File: src/design/tfa_pkg.sv
// register map, field layout and state type for the timer flag block
package tfa_pkg;

  localparam int ADDR_W = 16;

  // register indices; byte address is four times the index
  localparam logic [15:0] IDX_CMP_ACT = 16'h1020;
  localparam logic [15:0] IDX_CAP_EDGE = 16'h1021;
  localparam logic [15:0] IDX_CH_EN = 16'h1022;
  localparam logic [15:0] IDX_CH_FLG = 16'h1023;
  localparam logic [15:0] IDX_EN_DIV = 16'h1024;
  localparam logic [15:0] IDX_EV_FLG = 16'h1025;
  localparam logic [15:0] IDX_ACC_CTL = 16'h1026;
  localparam logic [15:0] IDX_ACC_CNT = 16'h1027;

  // implemented bits
  localparam logic [7:0] CAP_EDGE_MASK = 8'h3F;
  localparam logic [7:0] ACC_CTL_MASK = 8'hF3;

  // field positions
  localparam int EN_DIV_EN_LO = 4;
  localparam int EN_DIV_PR_LO = 0;
  localparam int ACC_DIR_BIT = 7;
  localparam int ACC_EN_BIT = 6;
  localparam int ACC_MODE_BIT = 5;
  localparam int ACC_EDGE_BIT = 4;
  localparam int ACC_RATE_LO = 0;
  localparam int FLG2_LO = 4;
  localparam int EV_WRAP = 3;
  localparam int EV_RTI = 2;
  localparam int EV_AOV = 1;
  localparam int EV_AEDGE = 0;

  // timing counts in E cycles and the accumulator full value
  localparam logic [6:0] PR_LOCK_CYC = 7'h40;
  localparam logic [5:0] E64_TERM = 6'h3F;
  localparam logic [3:0] PRE_TERM1 = 4'h0;
  localparam logic [3:0] PRE_TERM4 = 4'h3;
  localparam logic [3:0] PRE_TERM8 = 4'h7;
  localparam logic [3:0] PRE_TERM16 = 4'hF;
  localparam logic [7:0] ACC_FULL = 8'hFF;

  typedef enum logic [1:0] {
    PIN_OFF = 2'h0,
    PIN_TOGGLE = 2'h1,
    PIN_LOW = 2'h2,
    PIN_HIGH = 2'h3
  } tfa_pin_act_e;

  typedef struct packed {
    logic [7:0] cmp_act;
    logic [7:0] cap_edge;
    logic [7:0] ch_en;
    logic [7:0] ch_flg;
    logic [3:0] ev_en;
    logic [1:0] pre_sel;
    logic pr_locked;
    logic [6:0] lock_cnt;
    logic [3:0] ev_flg;
    logic [7:0] acc_ctl;
    logic [7:0] acc_cnt;
    logic [3:0] pre_cnt;
    logic tick;
    logic [15:0] rti_div;
    logic [2:0] cap_s1;
    logic [2:0] cap_s2;
    logic [2:0] cap_prev;
    logic acc_s1;
    logic acc_s2;
    logic acc_prev;
    logic mode_s1;
    logic mode_s2;
    logic pin_dat;
    logic [3:0] oc_lvl;
    logic irq1;
    logic irq2;
    logic [7:0] rdata;
  } tfa_state_s;

  localparam tfa_state_s TFA_STATE_RST = '0;

endpackage : tfa_pkg

File: src/design/tfa_top.sv
// timer flags, periodic interrupt and pulse accumulator behind apb
//
// The APB interface to the registers was decided locally.
`timescale 1ns/1ps
`default_nettype none
module tfa_top
  import tfa_pkg::*;
#(
  parameter int RTI_BASE_LOG2 = 13
) (
  // clock and reset
  input wire logic pclk,
  input wire logic presetn,
  // apb slave
  input wire logic psel,
  input wire logic penable,
  input wire logic pwrite,
  input wire logic [ADDR_W-1:0] paddr,
  input wire logic [31:0] pwdata,
  input wire logic [3:0] pstrb,
  output logic [31:0] prdata,
  output logic pready,
  output logic pslverr,
  // counter core events
  input wire logic [4:0] compare_match,
  input wire logic counter_wrap,
  output logic timer_tick,
  // capture and compare pins
  input wire logic [2:0] capture_pin,
  output logic [3:0] compare_pin_out,
  output logic [3:0] compare_pin_oe,
  // shared accumulator pin
  input wire logic acc_input_pin_in,
  input wire logic acc_pin_data,
  output logic acc_input_pin_out,
  output logic acc_input_pin_oe,
  // mode strap and interrupts
  input wire logic special_mode,
  output logic irq_channel,
  output logic irq_second
);

  tfa_state_s q;
  tfa_state_s d;
  logic hit;
  logic wr;
  logic [15:0] idx;
  logic [7:0] wdat;
  logic [7:0] rval;
  logic [2:0] cap_evt;
  logic [3:0] oc_next;
  logic [3:0] pre_term;
  logic [15:0] rti_mask;
  logic rti_hit;
  logic acc_on;
  logic gated;
  logic acc_edge_select;
  logic a_rise;
  logic a_fall;
  logic acc_edge;
  logic acc_inc;
  logic acc_ovf;
  logic acc_wr;
  logic e64;
  logic irq1_src;
  logic irq2_src;

  assign idx = {2'h0, paddr[ADDR_W-1:2]};
  assign wdat = pwdata[7:0];
  assign wr = psel & penable & pwrite & hit & pstrb[0];
  assign acc_wr = wr && (idx == IDX_ACC_CNT);
  // answer in the access cycle; data was latched at setup
  assign pready = psel & penable;
  assign pslverr = psel & penable & ~hit;
  assign prdata = {24'h0, q.rdata};

  always_comb begin : decode
    hit = (paddr[1:0] == 2'h0);
    rval = 8'h00;
    case (idx)
      IDX_CMP_ACT: rval = q.cmp_act;
      IDX_CAP_EDGE: rval = q.cap_edge;
      IDX_CH_EN: rval = q.ch_en;
      IDX_CH_FLG: rval = q.ch_flg;
      IDX_EN_DIV: rval = {q.ev_en, 2'h0, q.pre_sel};
      IDX_EV_FLG: rval = {q.ev_flg, 4'h0};
      IDX_ACC_CTL: rval = q.acc_ctl;
      IDX_ACC_CNT: rval = q.acc_cnt;
      default: hit = 1'b0;
    endcase
    if (!hit) begin
      rval = 8'h00;
    end
  end

  for (genvar i = 0; i < 3; i++) begin : g_cap
    logic rise;
    logic fall;
    assign rise = q.cap_s2[i] & ~q.cap_prev[i];
    assign fall = ~q.cap_s2[i] & q.cap_prev[i];
    assign cap_evt[i] = (q.cap_edge[2*i] & rise) | (q.cap_edge[2*i+1] & fall);
  end

  for (genvar k = 0; k < 4; k++) begin : g_cmp
    tfa_pin_act_e act;
    assign act = tfa_pin_act_e'(q.cmp_act[2*k+:2]);
    always_comb begin
      oc_next[k] = q.oc_lvl[k];
      if (compare_match[k]) begin
        case (act)
          PIN_TOGGLE: oc_next[k] = ~q.oc_lvl[k];
          PIN_LOW: oc_next[k] = 1'b0;
          PIN_HIGH: oc_next[k] = 1'b1;
          default: oc_next[k] = q.oc_lvl[k];
        endcase
      end
    end
    assign compare_pin_oe[k] = (act != PIN_OFF);
  end

  assign compare_pin_out = q.oc_lvl;
  assign timer_tick = q.tick;
  assign acc_input_pin_out = q.pin_dat;
  assign acc_input_pin_oe = q.acc_ctl[ACC_DIR_BIT];
  assign irq_channel = q.irq1;
  assign irq_second = q.irq2;

  assign rti_mask = 16'((32'h1 << (RTI_BASE_LOG2 + int'(q.acc_ctl[ACC_RATE_LO+:2]))) - 32'h1);
  // divider starts at zero, so a full period first
  assign rti_hit = ((q.rti_div & rti_mask) == rti_mask);
  assign e64 = (q.rti_div[5:0] == E64_TERM);

  assign acc_on = q.acc_ctl[ACC_EN_BIT];
  assign gated = q.acc_ctl[ACC_MODE_BIT];
  assign acc_edge_select = q.acc_ctl[ACC_EDGE_BIT];
  // pin level read whatever the direction
  assign a_rise = q.acc_s2 & ~q.acc_prev;
  assign a_fall = ~q.acc_s2 & q.acc_prev;
  // edge bit chooses edge or inhibit level
  assign acc_edge = acc_on & (acc_edge_select ? a_rise : a_fall);
  // gated count on E/64 while not inhibited
  assign acc_inc = acc_on & (gated ? (e64 & (q.acc_s2 != acc_edge_select)) : acc_edge);
  assign acc_ovf = acc_inc & (q.acc_cnt == ACC_FULL);

  assign irq1_src = |(q.ch_flg & q.ch_en);
  assign irq2_src = |(q.ev_flg & q.ev_en);

  always_comb begin : pre_decode
    case (q.pre_sel)
      2'h0: pre_term = PRE_TERM1;
      2'h1: pre_term = PRE_TERM4;
      2'h2: pre_term = PRE_TERM8;
      default: pre_term = PRE_TERM16;
    endcase
  end

  always_comb begin : next_state
    d = q;
    // two flops before any logic looks at a pin
    d.cap_s1 = capture_pin;
    d.cap_s2 = q.cap_s1;
    d.cap_prev = q.cap_s2;
    d.acc_s1 = acc_input_pin_in;
    d.acc_s2 = q.acc_s1;
    d.acc_prev = q.acc_s2;
    d.mode_s1 = special_mode;
    d.mode_s2 = q.mode_s1;
    d.pin_dat = acc_pin_data;
    d.rti_div = q.rti_div + 16'h1;
    d.oc_lvl = oc_next;
    if (psel && !penable) begin
      d.rdata = rval;
    end
    d.tick = (q.pre_cnt >= pre_term);
    d.pre_cnt = d.tick ? 4'h0 : q.pre_cnt + 4'h1;
    if (!q.pr_locked) begin
      d.lock_cnt = q.lock_cnt + 7'h1;
      if (q.lock_cnt == PR_LOCK_CYC - 7'h1) begin
        d.pr_locked = 1'b1;
      end
    end
    if (wr) begin
      case (idx)
        IDX_CMP_ACT: d.cmp_act = wdat;
        IDX_CAP_EDGE: d.cap_edge = wdat & CAP_EDGE_MASK;
        IDX_CH_EN: d.ch_en = wdat;
        IDX_EN_DIV: begin
          d.ev_en = wdat[EN_DIV_EN_LO+:4];
          // first write locks unless special mode
          if (!q.pr_locked || q.mode_s2) begin
            d.pre_sel = wdat[EN_DIV_PR_LO+:2];
          end
          d.pr_locked = 1'b1;
        end
        IDX_ACC_CTL: d.acc_ctl = wdat & ACC_CTL_MASK;
        default: d.acc_ctl = q.acc_ctl;
      endcase
    end
    if (acc_wr) begin
      d.acc_cnt = wdat;
    end else if (acc_inc) begin
      d.acc_cnt = q.acc_cnt + 8'h1;
    end
    // written ones clear, a new event wins
    d.ch_flg = q.ch_flg & ~((wr && idx == IDX_CH_FLG) ? wdat : 8'h00);
    d.ev_flg = q.ev_flg & ~((wr && idx == IDX_EV_FLG) ? wdat[FLG2_LO+:4] : 4'h0);
    // compare and capture events set flags
    d.ch_flg = d.ch_flg | {compare_match, cap_evt};
    d.ev_flg[EV_WRAP] = d.ev_flg[EV_WRAP] | counter_wrap;
    d.ev_flg[EV_RTI] = d.ev_flg[EV_RTI] | rti_hit;
    d.ev_flg[EV_AOV] = d.ev_flg[EV_AOV] | acc_ovf;
    d.ev_flg[EV_AEDGE] = d.ev_flg[EV_AEDGE] | acc_edge;
    d.irq1 = irq1_src;
    d.irq2 = irq2_src;
  end

  // all fields, capture edges included, reset to zero
  always_ff @(posedge pclk or negedge presetn) begin : regs
    if (!presetn) begin
      q <= TFA_STATE_RST;
    end else begin
      q <= d;
    end
  end
endmodule : tfa_top
`default_nettype wire

File: config.mk
export PLATFORM = sky130hd
export DESIGN_NAME = tfa_top
export DESIGN_NICKNAME = d
export VERILOG_FILES = /design/src/design/tfa_pkg.sv /design/src/design/tfa_top.sv
export SDC_FILE = /design/constraint.sdc
export NUM_CORES = 1
export LEC_CHECK = 0
export BUFFER_PORTS_ARGS = -buffer_cell sky130_fd_sc_hd__buf_2
export CORE_ASPECT_RATIO = 1.4
export CORE_MARGIN = 2
export CORE_UTILIZATION = 35
export CTS_CLUSTER_SIZE = 30
export DETAILED_ROUTE_END_ITERATION = 6
export REMOVE_ABC_BUFFERS = 1
export SYNTH_ARGS = -nofsm -noshare
export SYNTH_HDL_FRONTEND = slang
export SYNTH_SLANG_ARGS = --single-unit
File: constraint.sdc
create_clock -name pclk -period 3.9 [get_ports pclk]
set_input_delay 0.39 -clock pclk [delete_from_list [all_inputs] [get_ports pclk]]
set_output_delay 0.39 -clock pclk [all_outputs]
set_load 0.005 [all_outputs]
==> results of run 1 <==
## cell usage after synthesis (all sizes together) (9+ instances only)
cell / n
dfrtp: 112
nand2: 54
mux2: 44
buf: 37
o21ai: 22
nor2: 19
nand3: 16
xnor2: 15
xor2: 15
a21o: 14
clkbuf: 10
a22o: 9
inv: 9
## flip-flops by register name (all words and copies together) (netlist names)
name and flops:
q 75, d 9, g_cmp.act 8, prdata 8, compare_pin_out 4, acc_edge_select 1
acc_input_pin_oe 1, acc_input_pin_out 1, acc_on 1, gated 1, irq_channel 1, irq_second 1
timer_tick 1
## worst max-delay path: cells and delay by family
family,cells,cell delay [ns]
buf+inv,1,0.09
simple gates,3,1.90
mux,1,0.41
## final timing paths
check / from / endpoint
max: paddr[6] / q[57]
min: capture_pin[2] / d[25]
max reg2reg: acc_edge_select / q[57]
min reg2reg: d[15] / q[15]
max in group asynchronous: presetn / q[73]
min in group asynchronous: presetn / g_cmp[0].act[1]
## cell type report
type                            count  area (sq um)
Clock buffer                       11           243
Fill cell                        1510          9310
Sequential cell                   112          2800
Timing Repair Buffer               67           345
Tap cell                          196           245
Clock inverter                      4          30.0
Inverter                            9          33.8
Multi-Input combinational cell    343          2390
## placed cells by master (no fill, tap or decap), drive strengths merged, types with 6 or more instances in the layout
cell type and n:
inv 10, a21oi 7, a22oi 8, xor2 15, or2 7, xnor2 15, conb 24, buf 67
nand3 16, nand4 7, nand2 54, o21ai 22, mux2 44, a21o 14, dfrtp 112, ha 8
nand3b 7, and3 6, a22o 9, nor2 19, clkbuf 11
## kinds of logic after synthesis
| logic type | Yosys count |
|---|---|
| fa+ha+maj | 8 |
| mux | 50 |
| xor+xnor | 30 |
| other cells | 1 |
| compound gates | 79 |
| buf+inv | 56 |
| simple gates | 152 |
| flops | 112 |
## layer usage
metal | vias to the layer above | GRT usage, % | part of all wire [%]
met5 | - | 0 | 0.11
met4 | 2 | 4.34 | 1.9
met3 | 19 | 3.13 | 4.8
met2 | 105 | 26.0 | 52
met1 | 1803 | 19.5 | 42
li1 | 1792 | - | -
## through the flow
stage	util, %	instance area (sq um)	worst slack [ns]
2_1_floorplan	-	5230	1.35
3_3_place_gp	37.8	5820	1.02
3_5_place_dp	37.8	5820	1.01
4_1_cts	39.5	6090	1.39
5_1_grt	39.5	6090	1.29
6_report	39.5	6090	1.34
## power by group
| group | internal (mW) | switching [mW] | total (mW) |
|---|---|---|---|
| clock | 0.450 | 0.417 | 0.867 |
| combinational | 0.0958 | 0.124 | 0.220 |
| sequential | 1.21 | 0.0661 | 1.28 |
==> flow_metrics.env, run 1 <==
export IMPL_syn_to_final_growth_pct=11.5
export IMPL_holdWs_ns=0.142
export IMPL_stdcell_count=742
export IMPL_synth_cells=488
export IMPL_place_gp_congestion=0.848
export IMPL_synthTopCellsByArea="dfrtp_1 (51%), mux2_2 (9.1%), buf_4 (4.9%), nand2_1 (3.7%), xnor2_1 (2.4%)"
export IMPL_synth_simple_area_share_pct=15.2
export IMPL_vias=3721
export IMPL_period_needed_ns=2.56
export IMPL_cts_sinks=112
export IMPL_antenna_found_initial=1
export IMPL_clkLatencyLatePin_ns=0.35
export IMPL_row_count=54
export IMPL_h_tree_depth=3
export IMPL_antenna_left=0
export IMPL_dp_hpwl_um=9120
export IMPL_crit_chain="buf_2 -> or4b_1 -> or4_4 -> nor4_4 -> mux2_2"
export IMPL_start_util_pct=35.5
export IMPL_port_buffers=64
export IMPL_hold_buffers=0
export IMPL_synthXorXnorAreaFrac_pct=4.81
export IMPL_final_max_slew_viol_count=0
export IMPL_synth_ff_latch_count=112
export IMPL_root_buffer="clkbuf_16"
export IMPL_synth_compound_area_share_pct=9.87
export IMPL_grt_overflow=0
export IMPL_wire_per_inst_um=16.6
export IMPL_worst_path_max_fanout=15
export IMPL_hold_path_cell_count=1
export IMPL_leakage_nw=2.84
export IMPL_drv_cap=0
export IMPL_max_clock_path_buffers=2
export IMPL_core_area_sq_mm=0.0154
export IMPL_ys_warn_count=0
export IMPL_reg2reg_depth=5
export IMPL_max_stage_delay_ns=0.74
export IMPL_power_mw=2.36
export IMPL_worst_pin_slew_ns=0.929
export IMPL_synth_top_family_by_area="simple AND/OR/NAND/NOR gates"
export IMPL_slowest_stage="nor4_4"
export IMPL_post_cts_buffers=0
export IMPL_criticalPathCategory="input pin to register"
export IMPL_synth_top_cell_area_share_pct=51.3
export IMPL_hold_viol_final=0
export IMPL_grt_max_degree=73
export IMPL_ff2ff_setup_slack_ns=1.50
export IMPL_nets=619
export IMPL_cp_arrival_ns=2.80
export IMPL_vias_per_cell=5.01
export IMPL_ys_seq_area_share_pct=51.3
export IMPL_avgSynthCellArea_sq_um=11.2
export IMPL_cts_resized=0
export IMPL_setup_worst_path_end_class="register"
export IMPL_synthArstFlopShare_pct=100
export IMPL_cts_inserted_buffers=9
export IMPL_track_usage_pct=15.3
export IMPL_drc=0
export IMPL_cts_tree="done"
export IMPL_start_kind="input pin"
export IMPL_yosysTopAreaCell="dfrtp_1"
export IMPL_synth_distinct_cells=49
export IMPL_synth_main_ff_cell="dfrtp_1"
export IMPL_drive_gt1_share_pct=25.8
export IMPL_wl_um=12300
export IMPL_dp_cells=727
export IMPL_cts_clk_slew_worst_paths_ns=0.07
export IMPL_dieWidth_um=110
export IMPL_die_y_um=152
export IMPL_antenna_cells=0
export IMPL_ios=116
export IMPL_synth_mux_area_share_pct=10.4
export IMPL_hold_class="input pin to register"
export IMPL_synth_edf_count=0
export IMPL_slew_headroom_pct=38.0
export IMPL_finalClockSkew_ns=0.00613
export IMPL_finalSetupViolations=0
export IMPL_drtIter0Drc=171
export IMPL_max_freq_mhz=390
export IMPL_drt_pass1_iter_count=4
export IMPL_cp_required_ns=4.14
export IMPL_powerDensity_mw_per_mm2=388
export IMPL_syn_area_sq_mm=0.00546
export IMPL_status="finished, final reports clean"
export IMPL_first_global_vias=3686
export IMPL_dieArea_sq_mm=0.0166
export IMPL_tns_ns=0
export IMPL_rsz0062_at_grt="no"
export IMPL_post_route_period_util_pct=65.7
export IMPL_grt_pass1_wl_um=19700
export IMPL_irDropWorstVdd_v=0.000196
export IMPL_synth_fa_ha_area_share_pct=1.83
(Power assumes the default switching activity.)
==> run 2: changes to the inputs <==
==> constraint.sdc (replaced) <==
create_clock -name pclk -period 2.4 [get_ports pclk]
set_input_delay 0.24 -clock pclk [delete_from_list [all_inputs] [get_ports pclk]]
set_output_delay 0.24 -clock pclk [all_outputs]
set_load 0.005 [all_outputs]
==> flow_metrics.env, run 2 (same netlist as run 1, synthesis figures left out) <==
export IMPL_rsz0062_at_grt="no"
export IMPL_layout_commonest_cell="dfrtp_1"
export IMPL_die_y_um=152
export IMPL_finalClockSkew_ns=0.00437
export IMPL_root_buffer="clkbuf_16"
export IMPL_hold_viol_final=0
export IMPL_row_count=54
export IMPL_first_global_vias=3850
export IMPL_max_freq_mhz=489
export IMPL_post_route_period_util_pct=85.1
export IMPL_largest_reg_flops=75
export IMPL_setup_worst_path_end_class="register"
export IMPL_drv_cap=0
export IMPL_h_tree_depth=3
export IMPL_drt_pass1_iter_count=4
export IMPL_vias_per_cell=5.00
export IMPL_status="finished, final reports clean"
export IMPL_hold_class="input pin to register"
export IMPL_finalSetupViolations=0
export IMPL_cp_arrival_ns=2.32
export IMPL_worstHoldEndpoint="q[69]"
export IMPL_hold_path_cell_count=2
export IMPL_drc=0
export IMPL_place_gp_congestion=0.893
export IMPL_place_area_sq_mm=0.00596
export IMPL_track_usage_pct=15.7
export IMPL_start_kind="register"
export IMPL_post_route_util_pct=41.1
export IMPL_powerDensity_mw_per_mm2=630
export IMPL_postLayoutCellArea_sq_mm=0.00633
export IMPL_crit_buf_inv=1
export IMPL_drive_gt1_share_pct=27.6
export IMPL_cts_clk_slew_worst_paths_ns=0.07
export IMPL_max_clock_path_buffers=2
export IMPL_cts_tree="done"
export IMPL_slowest_stage="or3b_2"
export IMPL_ff2ff_setup_slack_ns=0.36
export IMPL_dieArea_sq_mm=0.0166
export IMPL_wire_per_inst_um=16.2
export IMPL_tns_ns=0
export IMPL_power_mw=3.99
export IMPL_cts_sinks=112
export IMPL_nets=641
export IMPL_final_max_slew_viol_count=0
export IMPL_grt_max_degree=68
export IMPL_antenna_cells=0
export IMPL_cp_depth=6
export IMPL_mostFrequentLayoutCells="dfrtp_1 (112), buf_2 (63), nand2_1 (54), mux2_2 (44), conb_1 (24)"
export IMPL_wl_um=12300
export IMPL_port_buffers=64
export IMPL_start_util_pct=35.5
export IMPL_leakage_nw=2.96
export IMPL_antenna_left=0
export IMPL_dieWidth_um=110
export IMPL_cts_resized=0
export IMPL_cts_inserted_buffers=9
export IMPL_criticalPathCategory="register to register"
export IMPL_drtIter0Drc=172
export IMPL_dp_hpwl_um=9300
export IMPL_irDropWorstVdd_v=0.000277
export IMPL_rr_endpoint="q[56]"
export IMPL_ios=116
export IMPL_crit_chain="or3b_2 -> a211oi_1 -> buf_4 -> o2111ai_1 -> xor2_1 -> o21ai_1"
export IMPL_cp_required_ns=2.68
export IMPL_grt_pass1_wl_um=20100
export IMPL_dp_slack_ns=0.0173
export IMPL_grt_overflow=0
export IMPL_vias=3822
export IMPL_antenna_found_initial=0
export IMPL_max_flop_register="q"
export IMPL_worst_path_max_fanout=6
export IMPL_clkLatencyLatePin_ns=0.35
export IMPL_critPathTopFamily="compound AO/OA/AOI/OAI gates"
export IMPL_reg2reg_depth=6
export IMPL_core_area_sq_mm=0.0154
export IMPL_min_from="counter_wrap"
export IMPL_r2r_start="acc_edge_select"
export IMPL_period_needed_ns=2.04
export IMPL_layout_setup_ws_ns=0.357
export IMPL_max_stage_delay_ns=0.50
export IMPL_syn_to_final_growth_pct=16.0
==> run 2: cell types whose count changed in the layout (fill, tap and decap cells not counted) <==
cell / change
bufinv_16: +1
clkinvlp_4: +1
clkbuf_1: -1
dlygate4sd3_1: +7
inv_6: -1
clkinv_2: -1
buf_12: +2
clkbuf_8: +1
buf_4: +13
==> run 2: layout make-up <==
cell class / count / area (sq um)
well taps: 196 / 245
clock inverters: 4 / 53.8
repair buffers: 89 / 553
flip-flops and latches: 112 / 2800
multi-input cells: 343 / 2390
clock buffers: 11 / 253
fillers: 1500 / 9070
inverters: 9 / 33.8
==> run 2: metrics by stage <==
step                      hold WS (ns)  std cells
final                           0.0792        764
after global routing            0.0753        764
after CTS                       0.0792        764
after detailed placement         0.160        742
after global placement           0.154        742
after floorplan                -0.0556        464
==> run 2: worst max-delay path by stage <==
stage,slack (ns),startpoint,endpoint
floorplan,-0.0004,paddr[6],q[57]
global placement,0.06,paddr[6],q[57]
detailed placement,0.02,paddr[6],q[54]
CTS,0.33,acc_edge_select,q[56]
global route,0.21,acc_edge_select,q[56]
finish,0.36,acc_edge_select,q[56]
==> run 2: report_power, final <==
part,total (mW),internal [mW],switching (mW)
logic,0.375,0.171,0.205
registers,2.07,1.97,0.108
clock network,1.54,0.863,0.676
==> run 2: per-layer routing <==
layer / part of all wire [%] / track usage [%]
met1: 40 / 19.1
met2: 51 / 26.4
met3: 5.1 / 2.92
met4: 4.3 / 7.05
met5: 0 / 0
==> run 2: timing repair <==
action,CTS,global route
hold buffers,7,0
endpoints found under the hold margin,28,0
setup buffers,0,0
==> run 2: worst register-to-register path, stage by stage, from the launching register on <==
cell and delay (ns):
dfrtp_1 0.44, or3b_2 0.50, a211oi_1 0.35, buf_4 0.21, o2111ai_1 0.16, xor2_1 0.18, o21ai_1 0.13
==> run 3: changes to the inputs <==
--- a/config.mk
+++ b/config.mk
@@ -5,12 +5,15 @@
 export SDC_FILE = /design/constraint.sdc
 export NUM_CORES = 1
 export LEC_CHECK = 0
+export ABC_AREA = 1
 export BUFFER_PORTS_ARGS = -buffer_cell sky130_fd_sc_hd__buf_2
 export CORE_ASPECT_RATIO = 1.4
 export CORE_MARGIN = 2
 export CORE_UTILIZATION = 35
+export CTS_CLUSTER_DIAMETER = 150
 export CTS_CLUSTER_SIZE = 30
 export DETAILED_ROUTE_END_ITERATION = 6
+export GPL_ROUTABILITY_DRIVEN = 0
 export REMOVE_ABC_BUFFERS = 1
 export SYNTH_ARGS = -nofsm -noshare
 export SYNTH_HDL_FRONTEND = slang
==> flow_metrics.env, run 3 <==
export IMPL_nets=826
export IMPL_track_usage_pct=16.0
export IMPL_largest_reg_flops=75
export IMPL_worstHoldEndpoint="d[15]"
export IMPL_leakage_nw=3.31
export IMPL_clkLatencyLatePin_ns=0.35
export IMPL_finalSetupViolations=0
export IMPL_slowest_stage="dfrtp_1"
export IMPL_cts_tree="done"
export IMPL_r2r_start="q[29]"
export IMPL_antenna_left=0
export IMPL_ios=116
export IMPL_max_clock_path_buffers=2
export IMPL_synth_main_ff_cell="dfrtp_1"
export IMPL_reg2reg_depth=9
export IMPL_setup_worst_path_end_class="register"
export IMPL_antenna_cells=0
export IMPL_min_from="special_mode"
export IMPL_layout_setup_ws_ns=0.479
export IMPL_synth_distinct_cells=34
export IMPL_max_stage_delay_ns=0.37
export IMPL_stdcell_count=949
export IMPL_drt_pass1_iter_count=4
export IMPL_grt_pass1_wl_um=22000
export IMPL_drc=0
export IMPL_irDropWorstVdd_v=0.000306
export IMPL_worst_pin_slew_ns=0.602
export IMPL_synth_commonest_cells="nand2_1 (168), dfrtp_1 (112), inv_1 (84), nor2_1 (60), o21ai_0 (50)"
export IMPL_rr_endpoint="q[53]"
export IMPL_layout_commonest_cell="nand2_1"
export IMPL_synth_most_common_cell="nand2_1"
export IMPL_crit_chain="ha_1 -> nand3_1 -> nor2_1 -> nand3_1 -> nand2_1 -> nand2_1 -> nor3b_1 -> nand2_1 -> nand3_1"
export IMPL_root_buffer="clkbuf_16"
export IMPL_final_max_slew_viol_count=0
export IMPL_mostFrequentLayoutCells="nand2_1 (168), dfrtp_1 (112), inv_1 (84), buf_2 (63), nor2_1 (60)"
export IMPL_first_global_vias=4457
export IMPL_max_freq_mhz=521
export IMPL_drtIter0Drc=180
export IMPL_dp_slack_ns=0.281
export IMPL_wl_um=13100
export IMPL_synth_edf_count=0
export IMPL_period_needed_ns=1.92
export IMPL_power_mw=3.59
export IMPL_hold_path_cell_count=1
export IMPL_synthArstFlopShare_pct=100
export IMPL_yosysTopAreaCell="dfrtp_1"
export IMPL_vias_per_cell=4.65
export IMPL_worst_path_max_fanout=16
export IMPL_drive_gt1_share_pct=15.0
export IMPL_ys_seq_area_share_pct=49.8
export IMPL_cts_inserted_buffers=9
export IMPL_cts_resized=0
export IMPL_post_cts_buffers=0
export IMPL_dieWidth_um=111
export IMPL_wire_per_inst_um=13.8
export IMPL_synthTopCellsByArea="dfrtp_1 (50%), nand2_1 (11%), inv_1 (5.6%), buf_4 (5.2%), o21ai_0 (4.4%)"
export IMPL_slew_headroom_pct=59.8
export IMPL_port_buffers=64
export IMPL_start_util_pct=35.9
export IMPL_dieArea_sq_mm=0.0171
export IMPL_synth_top_cell_area_share_pct=49.8
export IMPL_row_count=54
export IMPL_max_flop_register="q"
export IMPL_grt_max_degree=46
export IMPL_criticalPathCategory="register to register"
export IMPL_h_tree_depth=3
export IMPL_finalClockSkew_ns=0.0102
export IMPL_start_kind="register"
export IMPL_synth_cells=671
export IMPL_num_fill_cells=1595
export IMPL_ff2ff_setup_slack_ns=0.48
export IMPL_die_y_um=154
export IMPL_rsz0062_at_grt="no"
export IMPL_grt_overflow=0
export IMPL_dp_hpwl_um=10000
export IMPL_powerDensity_mw_per_mm2=554
export IMPL_post_route_period_util_pct=80.0
export IMPL_hold_viol_final=0
export IMPL_holdWs_ns=0.00910
export IMPL_cts_sinks=112
export IMPL_synth_ff_latch_count=112
export IMPL_dp_cells=928
export IMPL_syn_to_final_growth_pct=14.9
export IMPL_cp_arrival_ns=2.20
export IMPL_status="finished, final reports clean"
export IMPL_ys_warn_count=0
export IMPL_tns_ns=0
export IMPL_avgSynthCellArea_sq_um=8.39
export IMPL_drv_cap=0
export IMPL_cp_required_ns=2.68
export IMPL_core_area_sq_mm=0.0157
export IMPL_syn_area_sq_mm=0.00563
export IMPL_cts_clk_slew_worst_paths_ns=0.07
export IMPL_hold_class="input pin to register"
export IMPL_antenna_found_initial=0
export IMPL_hold_buffers=6
export IMPL_vias=4413
[run 3: cell count changes in the layout (fill, tap and decap cells not counted), sizes merged, moves of 14 or more]
| cell | before | now |
|---|---|---|
| nand2 | 54 | 173 |
| inv | 9 | 85 |
| nor2 | 19 | 68 |
| mux2 | 44 | 0 |
| o21ai | 22 | 58 |
| nand3 | 16 | 39 |
| a21o | 14 | 0 |
[run 3: through the flow]
stage / utilization [%] / area, sq um
global placement: 39.0 / 6120
global route: 41.3 / 6470
CTS: 41.3 / 6470
finish: 41.3 / 6470
detailed placement: 39.0 / 6120
floorplan: - / 5390
[run 3: worst max-delay path by stage]
stage / start / to / slack [ns] / cells past startpoint
global placement: paddr[6] / q[89] / 0.31 / 12
CTS: q[29] / q[53] / 0.42 / 9
detailed placement: paddr[6] / q[89] / 0.28 / 12
finish: q[29] / q[53] / 0.48 / 9
global route: q[29] / q[53] / 0.21 / 9
floorplan: paddr[13] / acc_input_pin_oe / 0.55 / 10
[run 3: layer usage]
layer | track usage, % | wire length [um]
met5 | 0 | 0
met4 | 6.35 | 394
met3 | 2.64 | 434
met2 | 29.6 | 6910
met1 | 18.2 | 5350
[run 3: area by class of cell]
cell class                 count  area (sq um)  share of cell area, %
clock buffer                   9           225                   3.48
clock inverter                 6          68.8                   1.06
inverter                      84           315                   4.87
multi-input combinational    454          2270                   35.1
sequential                   112          2800                   43.3
tap                          196           245                   3.79
timing repair buffer          88           543                   8.39
[run 3: critical path, delay by kind of cell (launching register included)]
family | cells | cell delay (ns)
AND/OR/NAND/NOR | 8 | 1.28
flip-flops | 1 | 0.37
adder cells (fa/ha/maj) | 1 | 0.19
[run 3: cell families after synthesis]
group / synth area share, %
fa+ha+maj: 1.78
simple gates: 23.6
xor+xnor: 4.36
compound gates: 9.00
other cells: 0.0666
buf+inv: 11.4
flops: 49.8
[run 3: where the power goes]
group / total, mW / switching [mW] / internal [mW]
registers: 1.91 / 0.00902 / 1.90
clock network: 1.51 / 0.695 / 0.810
logic: 0.169 / 0.111 / 0.0583
total: 3.59 / 0.815 / 2.77
